==> config.mk <==
export PLATFORM = sky130hd
export DESIGN_NAME = rfevt_timer
export DESIGN_NICKNAME = d
export VERILOG_FILES = /design/src/inc/rfevt_pkg.sv /design/src/inc/rfevt_tmr_if.sv /design/src/hdl/rfevt_prescaler.sv /design/src/hdl/rfevt_slot_timer.sv /design/src/hdl/rfevt_timer.sv
export SDC_FILE = /design/constraint.sdc
export NUM_CORES = 1
export LEC_CHECK = 0
export BUFFER_PORTS_ARGS = -buffer_cell sky130_fd_sc_hd__buf_2
export CAP_MARGIN = 20
export CORE_UTILIZATION = 65
export CTS_BUF_LIST = sky130_fd_sc_hd__clkbuf_16
export CTS_CLUSTER_SIZE = 24
export DETAILED_ROUTE_END_ITERATION = 8
export PLACE_DENSITY = 0.93
export REMOVE_ABC_BUFFERS = 1
export SLEW_MARGIN = 20
export SYNTH_ARGS = -nofsm -noshare
export SYNTH_HDL_FRONTEND = slang
export SYNTH_SLANG_ARGS = --single-unit
export TNS_END_PERCENT = 50
==> constraint.sdc <==
create_clock -name ref_clk -period 8 [get_ports ref_clk]
set_input_delay 0.4 -clock ref_clk [delete_from_list [all_inputs] [get_ports ref_clk]]
set_output_delay 0.4 -clock ref_clk [all_outputs]
set_load 0.05 [all_outputs]
==> src/inc/rfevt_pkg.sv <==
/*
  Constants, register map and state type of the reader event timer.
  Assumes a 125 MHz ref_clk and an 8-bit host register port.
*/
package rfevt_pkg;

  // ==========================================================
  // register offsets
  localparam logic [5:0] ADDR_SEC_FLAGS = 6'h05;
  localparam logic [5:0] ADDR_CTRL      = 6'h09;
  localparam logic [5:0] ADDR_LIVE      = 6'h0c;
  localparam logic [5:0] ADDR_DIV_CFG   = 6'h2a;
  localparam logic [5:0] ADDR_EVT_SEL   = 6'h2b;
  localparam logic [5:0] ADDR_LOAD      = 6'h2c;

  // ==========================================================
  // field positions
  localparam int SEC_RUN_BIT       = 7;
  localparam int CTRL_SW_START_BIT = 1;
  localparam int CTRL_SW_STOP_BIT  = 2;
  localparam int CFG_AUTO_BIT      = 5;
  localparam int SEL_START_TX1     = 0;
  localparam int SEL_START_TXN     = 1;
  localparam int SEL_STOP_RX1      = 2;
  localparam int SEL_STOP_RXN      = 3;

  // ==========================================================
  // values after reset
  localparam logic [5:0] RST_DIV_CFG = 6'h00;
  localparam logic [3:0] RST_EVT_SEL = 4'h0;
  localparam logic [7:0] RST_LOAD    = 8'h00;

  // ==========================================================
  // clocking: chip clock made from ref_clk by a phase accumulator
  localparam int REF_CLK_KHZ  = 125000;
  localparam int CHIP_CLK_KHZ = 13560;
  localparam logic [4:0] MAX_EXPONENT = 5'd21;
  localparam int DIV_W  = 22;
  localparam int SLOT_W = 9;

  typedef enum logic [1:0] {
    ST_IDLE = 2'b01,
    ST_RUN  = 2'b10
  } rfevt_state_t;

endpackage : rfevt_pkg

==> src/inc/rfevt_tmr_if.sv <==
/*
  Carrier between the timer core, its prescaler and the slot timer.
  Assumes all signals are synchronous to ref_clk.
*/
interface rfevt_tmr_if;
  logic [4:0] exponent;       // divider exponent
  logic       restart;        // realign divider
  logic       tick;           // timer clock enable
  logic [8:0] slot_interval;  // nine bit slot interval
  logic       cmd_done;       // command finished
  logic       enc_tick;       // encoder clock enable
  logic       fifo_not_empty; // fifo holds data
  logic       send_req;       // send pulse
  logic       slot_active;    // period running

  modport psc      (input exponent, restart, output tick);
  modport psc_user (output exponent, restart, input tick);
  modport slot     (input slot_interval, cmd_done, enc_tick, fifo_not_empty,
                    output send_req, slot_active);
  modport slot_user(output slot_interval, cmd_done, enc_tick, fifo_not_empty,
                    input send_req, slot_active);
endinterface : rfevt_tmr_if

==> src/hdl/rfevt_prescaler.sv <==
/*
  Timer clock divider: chip clock enable from ref_clk, then 2**exponent.
  Assumes exponent held stable by the register file.
*/
module rfevt_prescaler (
  input  wire logic  ref_clk,  // system clock
  input  wire logic  reset_n,  // async reset, low
  rfevt_tmr_if.psc   tif       // divider link
);
  import rfevt_pkg::*;

  logic [17:0]      acc_r, acc_nxt, acc_sum;
  logic [DIV_W-1:0] div_r, div_nxt, limit;
  logic             tick_r, tick_nxt, chip_en;
  logic [4:0]       exp_c;

  // ==========================================================
  // next state: fractional chip clock, then power of two divide
  always_comb begin
    acc_sum  = acc_r + 18'(CHIP_CLK_KHZ);
    chip_en  = (acc_sum >= 18'(REF_CLK_KHZ));
    acc_nxt  = chip_en ? 18'(acc_sum - 18'(REF_CLK_KHZ)) : acc_sum;
    exp_c    = (tif.exponent > MAX_EXPONENT) ? MAX_EXPONENT : tif.exponent;
    limit    = DIV_W'((DIV_W'(1) << exp_c) - DIV_W'(1));
    div_nxt  = div_r;
    tick_nxt = 1'b0;
    if (tif.restart) begin
      div_nxt = '0;
    end else if (chip_en) begin
      if (div_r >= limit) begin
        div_nxt  = '0;
        tick_nxt = 1'b1;
      end else begin
        div_nxt = div_r + DIV_W'(1);
      end
    end
  end

  // registers
  always_ff @(posedge ref_clk or negedge reset_n) begin
    if (!reset_n) begin
      acc_r  <= '0;
      div_r  <= '0;
      tick_r <= 1'b0;
    end else begin
      acc_r  <= acc_nxt;
      div_r  <= div_nxt;
      tick_r <= tick_nxt;
    end
  end

  assign tif.tick = tick_r;
endmodule : rfevt_prescaler

==> src/hdl/rfevt_slot_timer.sv <==
/*
  Slot period counter on the encoder clock enable; requests fifo sends.
  Assumes enc_tick is a one-cycle enable from the encoder.
*/
module rfevt_slot_timer (
  input  wire logic  ref_clk,  // system clock
  input  wire logic  reset_n,  // async reset, low
  rfevt_tmr_if.slot  tif       // slot link
);
  import rfevt_pkg::*;

  logic [SLOT_W-1:0] cnt_r, cnt_nxt;
  logic              active_r, active_nxt, send_r, send_nxt, nz;

  // ==========================================================
  // next state: count interval..0, restart while interval nonzero
  always_comb begin
    nz         = (tif.slot_interval != '0);
    cnt_nxt    = cnt_r;
    active_nxt = active_r;
    send_nxt   = 1'b0;
    if (tif.cmd_done && nz) begin
      cnt_nxt    = tif.slot_interval;
      active_nxt = 1'b1;
    end else if (active_r && tif.enc_tick) begin
      if (cnt_r == '0) begin
        send_nxt = tif.fifo_not_empty && nz;
        if (nz) begin
          cnt_nxt = tif.slot_interval;
        end else begin
          active_nxt = 1'b0;
        end
      end else begin
        cnt_nxt = cnt_r - SLOT_W'(1);
      end
    end
  end

  // registers
  always_ff @(posedge ref_clk or negedge reset_n) begin
    if (!reset_n) begin
      cnt_r    <= '0;
      active_r <= 1'b0;
      send_r   <= 1'b0;
    end else begin
      cnt_r    <= cnt_nxt;
      active_r <= active_nxt;
      send_r   <= send_nxt;
    end
  end

  assign tif.send_req    = send_r;
  assign tif.slot_active = active_r;
endmodule : rfevt_slot_timer

==> src/hdl/rfevt_timer.sv <==
/*
  Reader event timer: host registers, start/stop event logic, 8-bit
  down-counter, expiry pulse and slot period sending.
  Assumes host strobes are one-cycle pulses synchronous to ref_clk and
  that the interrupt request register outside collects the expiry pulse.
*/
module rfevt_timer (
  input  wire  logic       ref_clk,               // 125 MHz clock
  input  wire  logic       reset_n,               // async reset, low
  input  wire  logic [5:0] host_addr,             // register offset
  input  wire  logic [7:0] host_wdata,            // write data
  input  wire  logic       host_wr_en,            // write strobe
  input  wire  logic       host_rd_en,            // read strobe
  output logic       [7:0] host_rdata,            // read data, next cycle
  input  wire  logic       tx_first_bit_event,    // first bit sent
  input  wire  logic       tx_last_bit_event,     // last bit sent
  input  wire  logic       rx_first_bit_event,    // first valid bit in
  input  wire  logic       rx_last_bit_event,     // last bit in
  input  wire  logic       cmd_done,              // command finished
  input  wire  logic       enc_tick,              // encoder clock enable
  input  wire  logic       fifo_not_empty,        // fifo holds data
  input  wire  logic [7:0] slot_interval_lo,      // slot interval low
  input  wire  logic       slot_interval_top_bit, // slot interval bit 8
  output logic             counting_flag,         // timer running
  output logic       [7:0] live_count,            // current count
  output logic             count_expired_irq,     // expiry pulse
  output logic             frame_send_req         // auto send pulse
);
  import rfevt_pkg::*;

  rfevt_tmr_if tif ();

  rfevt_state_t state_r, state_nxt;
  logic [7:0]   count_r, count_nxt;
  logic         irq_r, irq_nxt;
  logic [5:0]   div_cfg_r, div_cfg_nxt;
  logic [3:0]   evt_sel_r, evt_sel_nxt;
  logic [7:0]   load_r, load_nxt;
  logic [7:0]   rdata_r, rdata_nxt;
  logic         sw_start, sw_stop, start_evt, stop_evt, tick, run;
  logic         wr_ctrl, auto_rl;

  // ==========================================================
  // sub blocks
  assign tif.exponent       = div_cfg_r[4:0];
  assign tif.restart        = start_evt;
  assign tif.slot_interval  = {slot_interval_top_bit, slot_interval_lo};
  assign tif.cmd_done       = cmd_done;
  assign tif.enc_tick       = enc_tick;
  assign tif.fifo_not_empty = fifo_not_empty;
  assign tick               = tif.tick;

  rfevt_prescaler u_psc (
    .ref_clk (ref_clk),
    .reset_n (reset_n),
    .tif     (tif.psc)
  );

  rfevt_slot_timer u_slot (
    .ref_clk (ref_clk),
    .reset_n (reset_n),
    .tif     (tif.slot)
  );

  // ==========================================================
  // event decode
  assign wr_ctrl   = host_wr_en && (host_addr == ADDR_CTRL);
  assign sw_start  = wr_ctrl && host_wdata[CTRL_SW_START_BIT];
  assign sw_stop   = wr_ctrl && host_wdata[CTRL_SW_STOP_BIT];
  assign auto_rl   = div_cfg_r[CFG_AUTO_BIT];
  assign run       = (state_r == ST_RUN);
  assign start_evt = sw_start
                   || (tx_first_bit_event && evt_sel_r[SEL_START_TX1])
                   || (tx_last_bit_event  && evt_sel_r[SEL_START_TXN]);
  assign stop_evt  = sw_stop
                   || (rx_first_bit_event && evt_sel_r[SEL_STOP_RX1])
                   || (rx_last_bit_event  && evt_sel_r[SEL_STOP_RXN]);

  // ==========================================================
  // register file next values
  always_comb begin
    div_cfg_nxt = div_cfg_r;
    evt_sel_nxt = evt_sel_r;
    load_nxt    = load_r;
    rdata_nxt   = rdata_r;
    if (host_wr_en) begin
      case (host_addr)
        ADDR_DIV_CFG: div_cfg_nxt = host_wdata[5:0];
        ADDR_EVT_SEL: evt_sel_nxt = host_wdata[3:0];
        ADDR_LOAD:    load_nxt    = host_wdata;
        default:      ;
      endcase
    end
    if (host_rd_en) begin
      case (host_addr)
        ADDR_SEC_FLAGS: rdata_nxt = {run, 7'h00};
        ADDR_LIVE:      rdata_nxt = count_r;
        ADDR_DIV_CFG:   rdata_nxt = {2'h0, div_cfg_r};
        ADDR_EVT_SEL:   rdata_nxt = {4'h0, evt_sel_r};
        ADDR_LOAD:      rdata_nxt = load_r;
        default:        rdata_nxt = 8'h00;
      endcase
    end
  end

  // register file
  always_ff @(posedge ref_clk or negedge reset_n) begin
    if (!reset_n) begin
      div_cfg_r <= RST_DIV_CFG;
      evt_sel_r <= RST_EVT_SEL;
      load_r    <= RST_LOAD;
      rdata_r   <= 8'h00;
    end else begin
      div_cfg_r <= div_cfg_nxt;
      evt_sel_r <= evt_sel_nxt;
      load_r    <= load_nxt;
      rdata_r   <= rdata_nxt;
    end
  end

  // ==========================================================
  // down-counter next state; stop beats start for state and irq, start still loads the count; both beat tick
  always_comb begin
    state_nxt = state_r;
    count_nxt = count_r;
    irq_nxt   = 1'b0;
    case (state_r)
      ST_IDLE: ;
      ST_RUN: begin
        if (tick) begin
          if (count_r == 8'h01) begin
            irq_nxt = 1'b1;
            if (auto_rl) begin
              count_nxt = load_r;
            end else begin
              count_nxt = 8'h00;
              state_nxt = ST_IDLE;
            end
          end else if (count_r != 8'h00) begin
            count_nxt = count_r - 8'h01;
          end
        end
      end
      default: state_nxt = ST_IDLE;
    endcase
    if (start_evt) begin
      count_nxt = load_r;
      irq_nxt   = 1'b0;
      state_nxt = (load_r != 8'h00) ? ST_RUN : ST_IDLE;
    end
    if (stop_evt) begin
      state_nxt = ST_IDLE;
      irq_nxt   = 1'b0;
      if (!start_evt) begin
        count_nxt = count_r;
      end
    end
  end

  // counter registers
  always_ff @(posedge ref_clk or negedge reset_n) begin
    if (!reset_n) begin
      state_r <= ST_IDLE;
      count_r <= 8'h00;
      irq_r   <= 1'b0;
    end else begin
      state_r <= state_nxt;
      count_r <= count_nxt;
      irq_r   <= irq_nxt;
    end
  end

  // outputs
  assign host_rdata        = rdata_r;
  assign counting_flag     = state_r[1];
  assign live_count        = count_r;
  assign count_expired_irq = irq_r;
  assign frame_send_req    = tif.send_req;

  logic quiet;
  assign quiet = !start_evt && !stop_evt;
endmodule : rfevt_timer

After elaboration in Yosys (flattened, before gate mapping)
Cells that the tools add are included.
Operators by class
  add/subtract/negate cells: 6
  magnitude comparators: 3
  equal/unequal tests: 16
  shifts and indexed selects: 1
  mux-type cells: 40
  reduce and logical (&&, ||, !) cells: 27
Operators with widths (number)
  $mux W22: 3
  $mux W8: 8
  $pmux W8 S5: 1
  $mux W9: 4
  $add A22 B1 Y22 const B: 1
  $ge A22 B22 Y1: 1
  $shl A1 B5 Y22 const A: 1
  $sub A22 B2 Y22 const B: 1
  $add A18 B14 Y18 const B: 1
  $eq A6 B6 Y1 const B: 3
  $ge A18 B17 Y1 const B: 1
  $mux W18: 1
  $sub A18 B17 Y18 const B: 1
  $reduce_bool A8 Y1: 2
  $mux W1: 15
  $eq A6 B4 Y1 const B: 2
  $mux W2: 6
  $logic_and A1 B1 Y1: 10
  $logic_not A9 Y1: 1
  $reduce_bool A9 Y1: 1
  $sub A9 B1 Y9 const B: 1
  $eq A8 B1 Y1 const B: 1
  $ne A4 B3 Y1 const B: 2
  $reduce_and A2 Y1: 4
  15 further kinds: 21
Storage, ports and cells
  register bits after elaboration: 89
  output and inout bits: 19

Longest topological paths before layout
Gate-level depths: netlist of run 1.
  depth in word-level cells: 8
  mapped depth: 19
  mapped depth without buffers: 16

Modules after synthesis
Synthesis of run 1 repeated with hierarchy kept, for this count alone.
Unflattened totals
  cell total of the unflattened synthesis: 641
  area total of the unflattened synthesis: 6064.6 µm²
Modules (own cells, without submodules)
  rfevt_prescaler: instances 1, cells each 395, area an instance 3433.3 µm²
  rfevt_timer: instances 1, cells each 168, area an instance 1895.6 µm²
  rfevt_slot_timer: instances 1, cells each 78, area an instance 735.7 µm²

Worst setup path before layout of run 1
No wires, ideal clock.
  kind: reg-to-reg
  from: register div_cfg_r[2]
  to: register u_psc.div_r[19]
  library setup time: 0.095 ns
  arrival time: 3.346 ns
  data required time: 7.905 ns
  slack: 4.559 ns
  stages on the path, launching flop included: 16
  path buffers: 3
  path through: dfrtp_1 or2_2 nor2_1 nand3_1 ha_1 clkbuf_1 buf_1 xor2_1 ha_1 a21o_1 a2111oi_0 o31a_1 o211ai_4 buf_6 o32a_1 o31ai_1
Between the ends
  word-level cells in the longest chain between the ends: 8
Ends and longest elaborated chain
  from (decl): line rfevt_timer.sv:36  | logic [5:0] div_cfg_r, div_cfg_nxt;
  from (signal assigned): line rfevt_timer.sv:114  | div_cfg_r <= div_cfg_nxt;
  $gt A5 B5 Y1: line rfevt_prescaler.sv:23  | exp_c = (tif.exponent > MAX_EXPONENT) ? MAX_EXPONENT : tif.exponent;
  $mux W5 *: line rfevt_prescaler.sv:23
  $shl A1 B5 Y22 *: line rfevt_prescaler.sv:24  | limit = DIV_W'((DIV_W'(1) << exp_c) - DIV_W'(1));
  $sub A22 B2 Y22 *: line rfevt_prescaler.sv:24
  $ge A22 B22 Y1 *: line rfevt_prescaler.sv:30  | if (div_r >= limit) begin
  $mux W22 *: line rfevt_prescaler.sv:30
  $mux W22 *: line rfevt_prescaler.sv:29  | end else if (chip_en) begin
  $mux W22 *: line rfevt_prescaler.sv:27  | if (tif.restart) begin
  to (signal assigned): line rfevt_prescaler.sv:47  | div_r <= div_nxt;
  to (decl): line rfevt_prescaler.sv:13  | logic [DIV_W-1:0] div_r, div_nxt, limit;
Every way passes the cells marked *; elsewhere a longest branch is shown, timed or not. The select of a mux whose other input is x is not followed.
A chain may end at the register's enable or synchronous reset.

Final worst setup path of run 1
  from: register div_cfg_r[2]
  to: register u_psc.div_r[6]
Same word-level chain as after synthesis.

==> impl_metrics.json, run 1 <==
{
  "dp_cells": 835,
  "finalSetupTns_ns": 0,
  "finalSetupViolCount": 0,
  "dp.final_hpwl_mm": 10.8,
  "io_pins": 53,
  "overflow": 0,
  "postLayoutCellArea_sq_mm": 0.00667,
  "fin_cells": 851,
  "drt_iter0_drc": 598,
  "core_area_sq_mm": 0.00920,
  "slew_viol_final": 0,
  "path_common_cell": "ha_1",
  "drive_gt1_frac": 0.157,
  "diodes": 0,
  "placed_area_sq_mm": 0.00638,
  "postCtsHoldBufs": 0,
  "postRouteAntennaNets": 0,
  "worstPathArrival_ns": 4.72,
  "syn_to_final_growth_pct": 8.15,
  "ys_warn_count": 0,
  "clock.fmax_mhz": 222,
  "crit_path_max_fanout": 31,
  "clockBufferDepth": 2,
  "cts_tree": "done",
  "endpoint": "u_psc.div_r[6]$_DFFE_PN0P_",
  "vias": 5899,
  "crit_chain": "or2_2 -> nor2_1 -> nand3_1 -> ha_1 -> nor4b_1 -> a21oi_1 -> nor3_1 -> a31oi_1 -> ha_1 -> and4_1 -> o311ai_0 -> o31a_1 -> o211ai_4 -> o31ai_1 -> a22o_1",
  "n_fill_cell": 654,
  "end_kind": "flop",
  "ctsHtreeMaxLevel": 3,
  "synth.area.top_cells": "dfrtp_1 (34%), ha_1 (6.1%), nor2_1 (4.4%)",
  "synth-main-ff-cell": "dfrtp_1",
  "p_total_mw": 1.42,
  "clk_latency_ns": 0.35,
  "synthAdderAreaFrac": 0.0609,
  "hold_viol_final": 0,
  "avgRoutedWirePerCell_microns": 18.5,
  "p_leak_nw": 2.96,
  "rsz0062_at_grt": "false",
  "ir_drop_mv": 0.127,
  "viasPerCell": 6.93,
  "std_cell_rows": 35,
  "r2r_cells": 15,
  "max_stage_delay_ns": 0.61,
  "die_w_microns": 99.4,
  "fin_crit_sh": 0.562,
  "seq_area_frac_synth": 0.349,
  "r2r_end": "u_psc.div_r[6]$_DFFE_PN0P_",
  "reg2reg_slack_ns": 3.50,
  "syn_avg_cell_area_sq_um": 8.71,
  "synth_seq_cells": 86,
  "initial_core_util": 0.671,
  "cts_resized": 0,
  "grt_usage": 0.325,
  "drc": 0,
  "synthSimpleGateAreaFrac": 0.236,
  "synth_top_family_by_area": "simple AND/OR/NAND/NOR gates",
  "routed_wl_mm": 15.7,
  "pwr_density_cell_mw_per_mm2": 213,
  "layout_min_cycle_time_ns": 4.50,
  "portBuffers": 52,
  "hold_path.class": "input port to async pin",
  "tightest_slew_ns": 0.882,
  "post_cts_buffers": 0,
  "path_class": "flop to flop",
  "final_core_util": 0.725,
  "required_ns": 8.23,
  "synth_top_area_share": 0.345,
  "syn_area_sq_mm": 0.00617,
  "maxCapViolations": 0,
  "yosysTopAreaCell": "dfrtp_1",
  "grt_max_degree": 87,
  "grt_pass1_wl_mm": 25.7,
  "synthDistinctLibCells": 78,
  "nNetsFinal": 799,
  "fin_skew_ns": 0.0128,
  "die_y_microns": 99.4,
  "grt_antenna_before_repair": 0,
  "synth_mux_area_frac": 0.0452,
  "crit_path_top_delay_cell": "dfrtp_1",
  "ys_async_sr_fraction": 1.00,
  "firstDrtPassIters": 6,
  "status": "complete, no violations",
  "place_congestion": 0.915,
  "synth_compound_area_frac": 0.226,
  "cts_root_buf": "clkbuf_16",
  "die-area_sq_mm": 0.00988,
  "cts.clk_slew.worst_paths_ns": 0.07,
  "synthXorXnorAreaFrac": 0.0367,
  "r2r_start": "div_cfg_r[2]$_DFFE_PN0P_",
  "cts_sinks": 86,
  "synth_cells": 708,
  "worstSetupStartpoint": "div_cfg_r[2]$_DFFE_PN0P_",
  "relSlewSlack": 0.408,
  "critPathLaunchType": "flop",
  "grt_pass1_vias": 5527,
  "cts_made_buffers": 9,
  "synth_edf_count": 0
}
==> synthesized netlist by cell type (8+ instances only) <==
library cell	number
a21o_1	23
dfrtp_1	85
clkbuf_1	19
o31ai_1	15
xor2_1	9
nor3_1	22
nand2_1	71
or3_1	8
a21oi_1	48
mux2_2	23
nor4_1	17
nand3_1	32
ha_1	30
nor2_1	73
o21ai_0	37
inv_1	23
xnor2_1	15
nand2b_1	9
==> critical path: cells and delay by family (launching register included) <==
family	cells	cell delay, ns
adder cells (fa/ha/maj)	2	0.81
AND/OR/NAND/NOR	6	1.51
flip-flops	1	0.61
AO/OA/AOI/OAI	7	1.43
==> registers in the layout (all words and copies together) (netlist names), 2 cells and up <==
signal,flops
u_psc.div_r,22
u_psc.acc_r,15
u_slot.cnt_r,9
host_rdata,8
live_count,8
load_r,8
div_cfg_r,6
evt_sel_r,4
state_r,2
==> report_power, final <==
group | switching (mW) | internal (mW) | total [mW]
combinational | 0.293 | 0.158 | 0.451
sequential | 0.0829 | 0.482 | 0.565
clock | 0.191 | 0.214 | 0.405
total | 0.567 | 0.855 | 1.42
==> final cells by class <==
cell class,instances,area [sq um],share of cell area
Tap cell,111,139,0.0208
Clock inverter,7,56.3,0.00844
Multi-Input combinational cell,562,3740,0.560
Sequential cell,86,2150,0.323
Clock buffer,9,225,0.0338
Timing Repair Buffer,53,274,0.0411
Inverter,23,86.3,0.0129
==> cells in the final DEF (no fill, tap or decap), types with 4 or more instances in the layout <==
cell | Yosys | final
a211oi_1 | 4 | 4
a21o_1 | 23 | 22
a21oi_1 | 48 | 48
a222oi_1 | 7 | 7
a22o_1 | 7 | 7
a22oi_1 | 6 | 6
a31oi_1 | 6 | 6
a32oi_1 | 4 | 4
and3_1 | 5 | 5
buf_2 | 7 | 51
clkbuf_16 | 0 | 9
dfrtp_1 | 85 | 85
ha_1 | 30 | 30
inv_1 | 23 | 23
mux2_2 | 23 | 23
nand2_1 | 71 | 71
nand2b_1 | 9 | 9
nand3_1 | 32 | 32
nand4_1 | 6 | 6
nor2_1 | 73 | 73
nor2b_1 | 4 | 4
nor3_1 | 22 | 22
nor3b_1 | 7 | 7
nor4_1 | 17 | 17
nor4b_1 | 7 | 7
o21ai_0 | 37 | 37
o22ai_1 | 4 | 4
o31ai_1 | 15 | 15
or3_1 | 8 | 8
xnor2_1 | 15 | 15
xor2_1 | 9 | 9
==> cell families (layout without fill, tap and decap cells) <==
| family | after synthesis | in the layout |
|---|---|---|
| DFF | 86 | 86 |
| buffers and inverters | 60 | 92 |
| adders and majority gates | 30 | 30 |
| and+or+nand+nor | 285 | 285 |
| xor gates and xnor gates | 25 | 25 |
| AOI/OAI and AO/OA | 196 | 196 |
| muxes | 25 | 25 |
| other | 1 | 1 |
==> layer usage <==
layer / up-vias / track usage / part of all wire
li1: 2685 / - / -
met1: 2799 / 0.403 / 0.39
met2: 352 / 0.550 / 0.49
met3: 63 / 0.0632 / 0.081
met4: 0 / 0.148 / 0.035
met5: - / 0 / 0
==> per-stage QoR <==
step                      hold WS, ns  setup slack [ns]
after CTS                       0.290              3.60
after floorplan                 0.104              4.28
after global routing            0.167              3.22
final                           0.102              3.50
after detailed placement        0.462              3.69
after global placement          0.459              4.01
==> how the worst min path moves through the flow <==
| stage | slack (ns) | end | cells past startpoint | start |
|---|---|---|---|---|
| after floorplan | 0.10 | count_expired_irq$_DFF_PN0_ | 0 | reset_n |
| after global placement | 0.46 | u_slot.tif.slot_active$_DFFE_PN0P_ | 2 | u_slot.tif.slot_active$_DFFE_PN0P_ |
| after detailed placement | 0.46 | u_slot.tif.slot_active$_DFFE_PN0P_ | 2 | u_slot.tif.slot_active$_DFFE_PN0P_ |
| after CTS | 0.29 | load_r[6]$_DFFE_PN0P_ | 2 | host_wdata[6] |
| after global routing | 0.17 | host_rdata[1]$_DFFE_PN0P_ | 1 | reset_n |
| final | 0.10 | host_rdata[1]$_DFFE_PN0P_ | 1 | reset_n |
Note: power is estimated with default switching activity, not from simulation.
==> inputs of run 2 (changes only) <==
Settings changed: ABC_AREA set to 1, CORE_UTILIZATION 65 to 61, PLACE_DENSITY 0.93 to 0.88.
Clock period 8 ns to 4.3 ns, I/O delays scaled along.
==> impl_metrics.json, run 2 <==
{
  "path_class": "flop to flop",
  "grt_usage": 0.302,
  "postLayoutCellArea_sq_mm": 0.00714,
  "cp.buffers_inverters": 5,
  "synth_common_cells": "nand2_1 (228), inv_1 (110), nor2_1 (91)",
  "crit_path_max_fanout": 9,
  "placed_area_sq_mm": 0.00686,
  "grt_antenna_before_repair": 0,
  "routed_wl_mm": 15.9,
  "ys_warn_count": 0,
  "ir_drop_mv": 0.512,
  "regMostFlops": "u_psc.div_r",
  "synth_seq_cells": 86,
  "grt_pass1_vias": 5958,
  "final_cell_mix": "nand2_1 (228), inv_1 (109), nor2_1 (90)",
  "syn_to_final_growth_pct": 9.27,
  "tightest_slew_ns": 1.04,
  "drt_iter0_drc": 423,
  "p_leak_nw": 3.56,
  "relSlewSlack": 0.303,
  "nNetsFinal": 1043,
  "synth-main-ff-cell": "dfrtp_1",
  "cts_tree": "done",
  "portBuffers": 52,
  "core_area_sq_mm": 0.0104,
  "postRouteAntennaNets": 0,
  "seq_area_frac_synth": 0.330,
  "viasPerCell": 5.79,
  "clk_latency_ns": 0.35,
  "drc": 0,
  "n_fill_cell": 909,
  "grt_pass1_wl_mm": 27.1,
  "ctsHtreeMaxLevel": 3,
  "worstPathArrival_ns": 4.07,
  "cts.clk_slew.worst_paths_ns": 0.06,
  "yosysMostFrequentCell": "nand2_1",
  "layout_min_cycle_time_ns": 3.84,
  "clockBufferDepth": 2,
  "crit_path_top_delay_cell": "dfrtp_1",
  "die_y_microns": 105,
  "dp.final_hpwl_mm": 12.0,
  "max_stage_delay_ns": 0.50,
  "initial_core_util": 0.630,
  "cp_top_family": "simple AND/OR/NAND/NOR gates",
  "overflow": 0,
  "finalSetupTns_ns": 0,
  "synth.area.top_cells": "dfrtp_1 (33%), nand2_1 (13%), nand3_1 (6.4%)",
  "syn_area_sq_mm": 0.00653,
  "largest_register_ffs": 22,
  "fin_crit_sh": 0.893,
  "syn_avg_cell_area_sq_um": 6.98,
  "ys_async_sr_fraction": 1.00,
  "final_common_cell": "nand2_1",
  "cts_root_buf": "clkbuf_16",
  "slew_viol_final": 0,
  "rsz0062_at_grt": "false",
  "critPathLaunchType": "flop",
  "avgRoutedWirePerCell_microns": 14.2,
  "place_congestion": 0.980,
  "die-area_sq_mm": 0.0111,
  "synthDistinctLibCells": 45,
  "status": "complete, no violations",
  "path_common_cell": "inv_1",
  "yosysTopAreaCell": "dfrtp_1",
  "required_ns": 4.53,
  "diodes": 0,
  "grt_max_degree": 47,
  "regArea_sq_mm": 0.00215,
  "maxCapViolations": 0,
  "die_w_microns": 105,
  "std_cell_rows": 37,
  "firstDrtPassIters": 5,
  "finalSetupViolCount": 0,
  "synth_cells": 936,
  "fin_skew_ns": 0.00538,
  "hold_viol_final": 0,
  "synth_edf_count": 0,
  "multiInputGateArea_sq_mm": 0.00379,
  "synth_top_area_share": 0.326,
  "top_regs": "u_psc.div_r x22, u_psc.acc_r x15, u_slot.cnt_r x9",
  "cts_made_buffers": 9,
  "end_kind": "flop",
  "drive_gt1_frac": 0.112,
  "hold_path.class": "input port to flop",
  "clock.fmax_mhz": 260,
  "crit_chain": "inv_1 -> nor2_1 -> inv_1 -> nand3_1 -> ha_1 -> inv_1 -> nor2_1 -> nand4_1 -> xnor2_1 -> ha_1 -> nand2_1 -> inv_1 -> nand3_1 -> nor3_1 -> nand4_1 -> nand4_1 -> buf_4 -> nor2_1 -> nand3_1 -> nand2_1",
  "io_pins": 53,
  "vias": 6482,
  "cts_sinks": 86,
  "pwr_density_cell_mw_per_mm2": 359
}
run 2: cell types whose count changed in the layout (fill, tap and decap cells not counted), moves of 17 or more:
cell,before,now
mux2_2,23,0
nand4_1,6,57
a21o_1,22,0
o21ai_0,37,60
nor2_1,73,90
nand2_1,71,228
a21oi_1,48,19
nand3_1,32,83
inv_1,23,109
xor2_1,9,28
run 2: cell type report:
cell class | instances | area share
Inverter | 120 | 0.0631
Timing Repair Buffer | 58 | 0.0435
Clock inverter | 6 | 0.00543
Multi-Input combinational cell | 704 | 0.531
Tap cell | 136 | 0.0238
Clock buffer | 9 | 0.0315
Sequential cell | 86 | 0.302
run 2: logic make-up (layout without fill, tap and decap cells):
logic type	count (synthesis)	count (layout)	synth area share
other cells	1	1	0.000574
compound gates	115	115	0.0990
xor+xnor	42	42	0.0563
flops	86	86	0.330
buf+inv	146	193	0.0906
fa+ha+maj	30	30	0.0574
simple gates	516	516	0.367
run 2: worst paths after layout:
check	start	end	slack (ns)	depth (start not counted)
min in group asynchronous	reset_n	u_psc.acc_r[13]$_DFF_PN0_	0.38	2
setup reg to reg	div_cfg_r[3]$_DFFE_PN0P_	u_psc.div_r[2]$_DFFE_PN0P_	0.46	20
setup / recovery	div_cfg_r[3]$_DFFE_PN0P_	u_psc.div_r[2]$_DFFE_PN0P_	0.46	20
hold / removal	fifo_not_empty	u_slot.tif.send_req$_DFF_PN0_	0.10	3
hold reg to reg	host_rdata[4]$_DFFE_PN0P_	host_rdata[4]$_DFFE_PN0P_	0.48	2
max in group asynchronous	reset_n	load_r[5]$_DFFE_PN0P_	2.94	3
run 2: worst register-to-register path, stage by stage, from the launching register on:
cell     delay (ns)
dfrtp_1        0.50
inv_1          0.19
nor2_1         0.33
inv_1          0.13
nand3_1        0.15
ha_1           0.24
inv_1          0.08
nor2_1         0.22
nand4_1        0.14
xnor2_1        0.15
ha_1           0.28
nand2_1        0.05
inv_1          0.06
nand3_1        0.10
nor3_1         0.21
nand4_1        0.12
nand4_1        0.31
buf_4          0.25
nor2_1         0.06
nand3_1        0.08
nand2_1        0.09
run 2: routing by layer:
metal / global-route usage / vias up / wire length (microns)
met3: 0.0618 / 47 / 1160
met4: 0.0992 / 0 / 381
met5: 0 / - / 0
met2: 0.491 / 264 / 7330
li1: - / 3213 / -
met1: 0.403 / 2958 / 6990
run 2: timing repair:
action                                  4_1_cts  5_1_grt
setup buffers                                 0        0
hold buffers                                  1        0
gates resized for setup                       0        1
hold endpoints to repair                     39        0
endpoints found under the setup margin        0        8
run 2: stage by stage:
step	power [mW]	setup WS, ns	std cells	utilization	hold slack (ns)
5_1_grt	2.72	0.0180	1119	0.688	0.108
6_report	2.56	0.459	1119	0.688	0.104
2_1_floorplan	1.61	0.708	910	-	-0.0806
4_1_cts	2.55	0.428	1119	0.688	0.101
3_3_place_gp	1.82	0.649	1103	0.662	0.219
3_5_place_dp	1.83	0.478	1103	0.662	0.227
run 2: power breakdown:
group	internal [mW]	switching, mW	total (mW)
clock network	0.387	0.332	0.719
registers	0.894	0.0842	0.978
logic	0.272	0.592	0.864
total	1.55	1.01	2.56
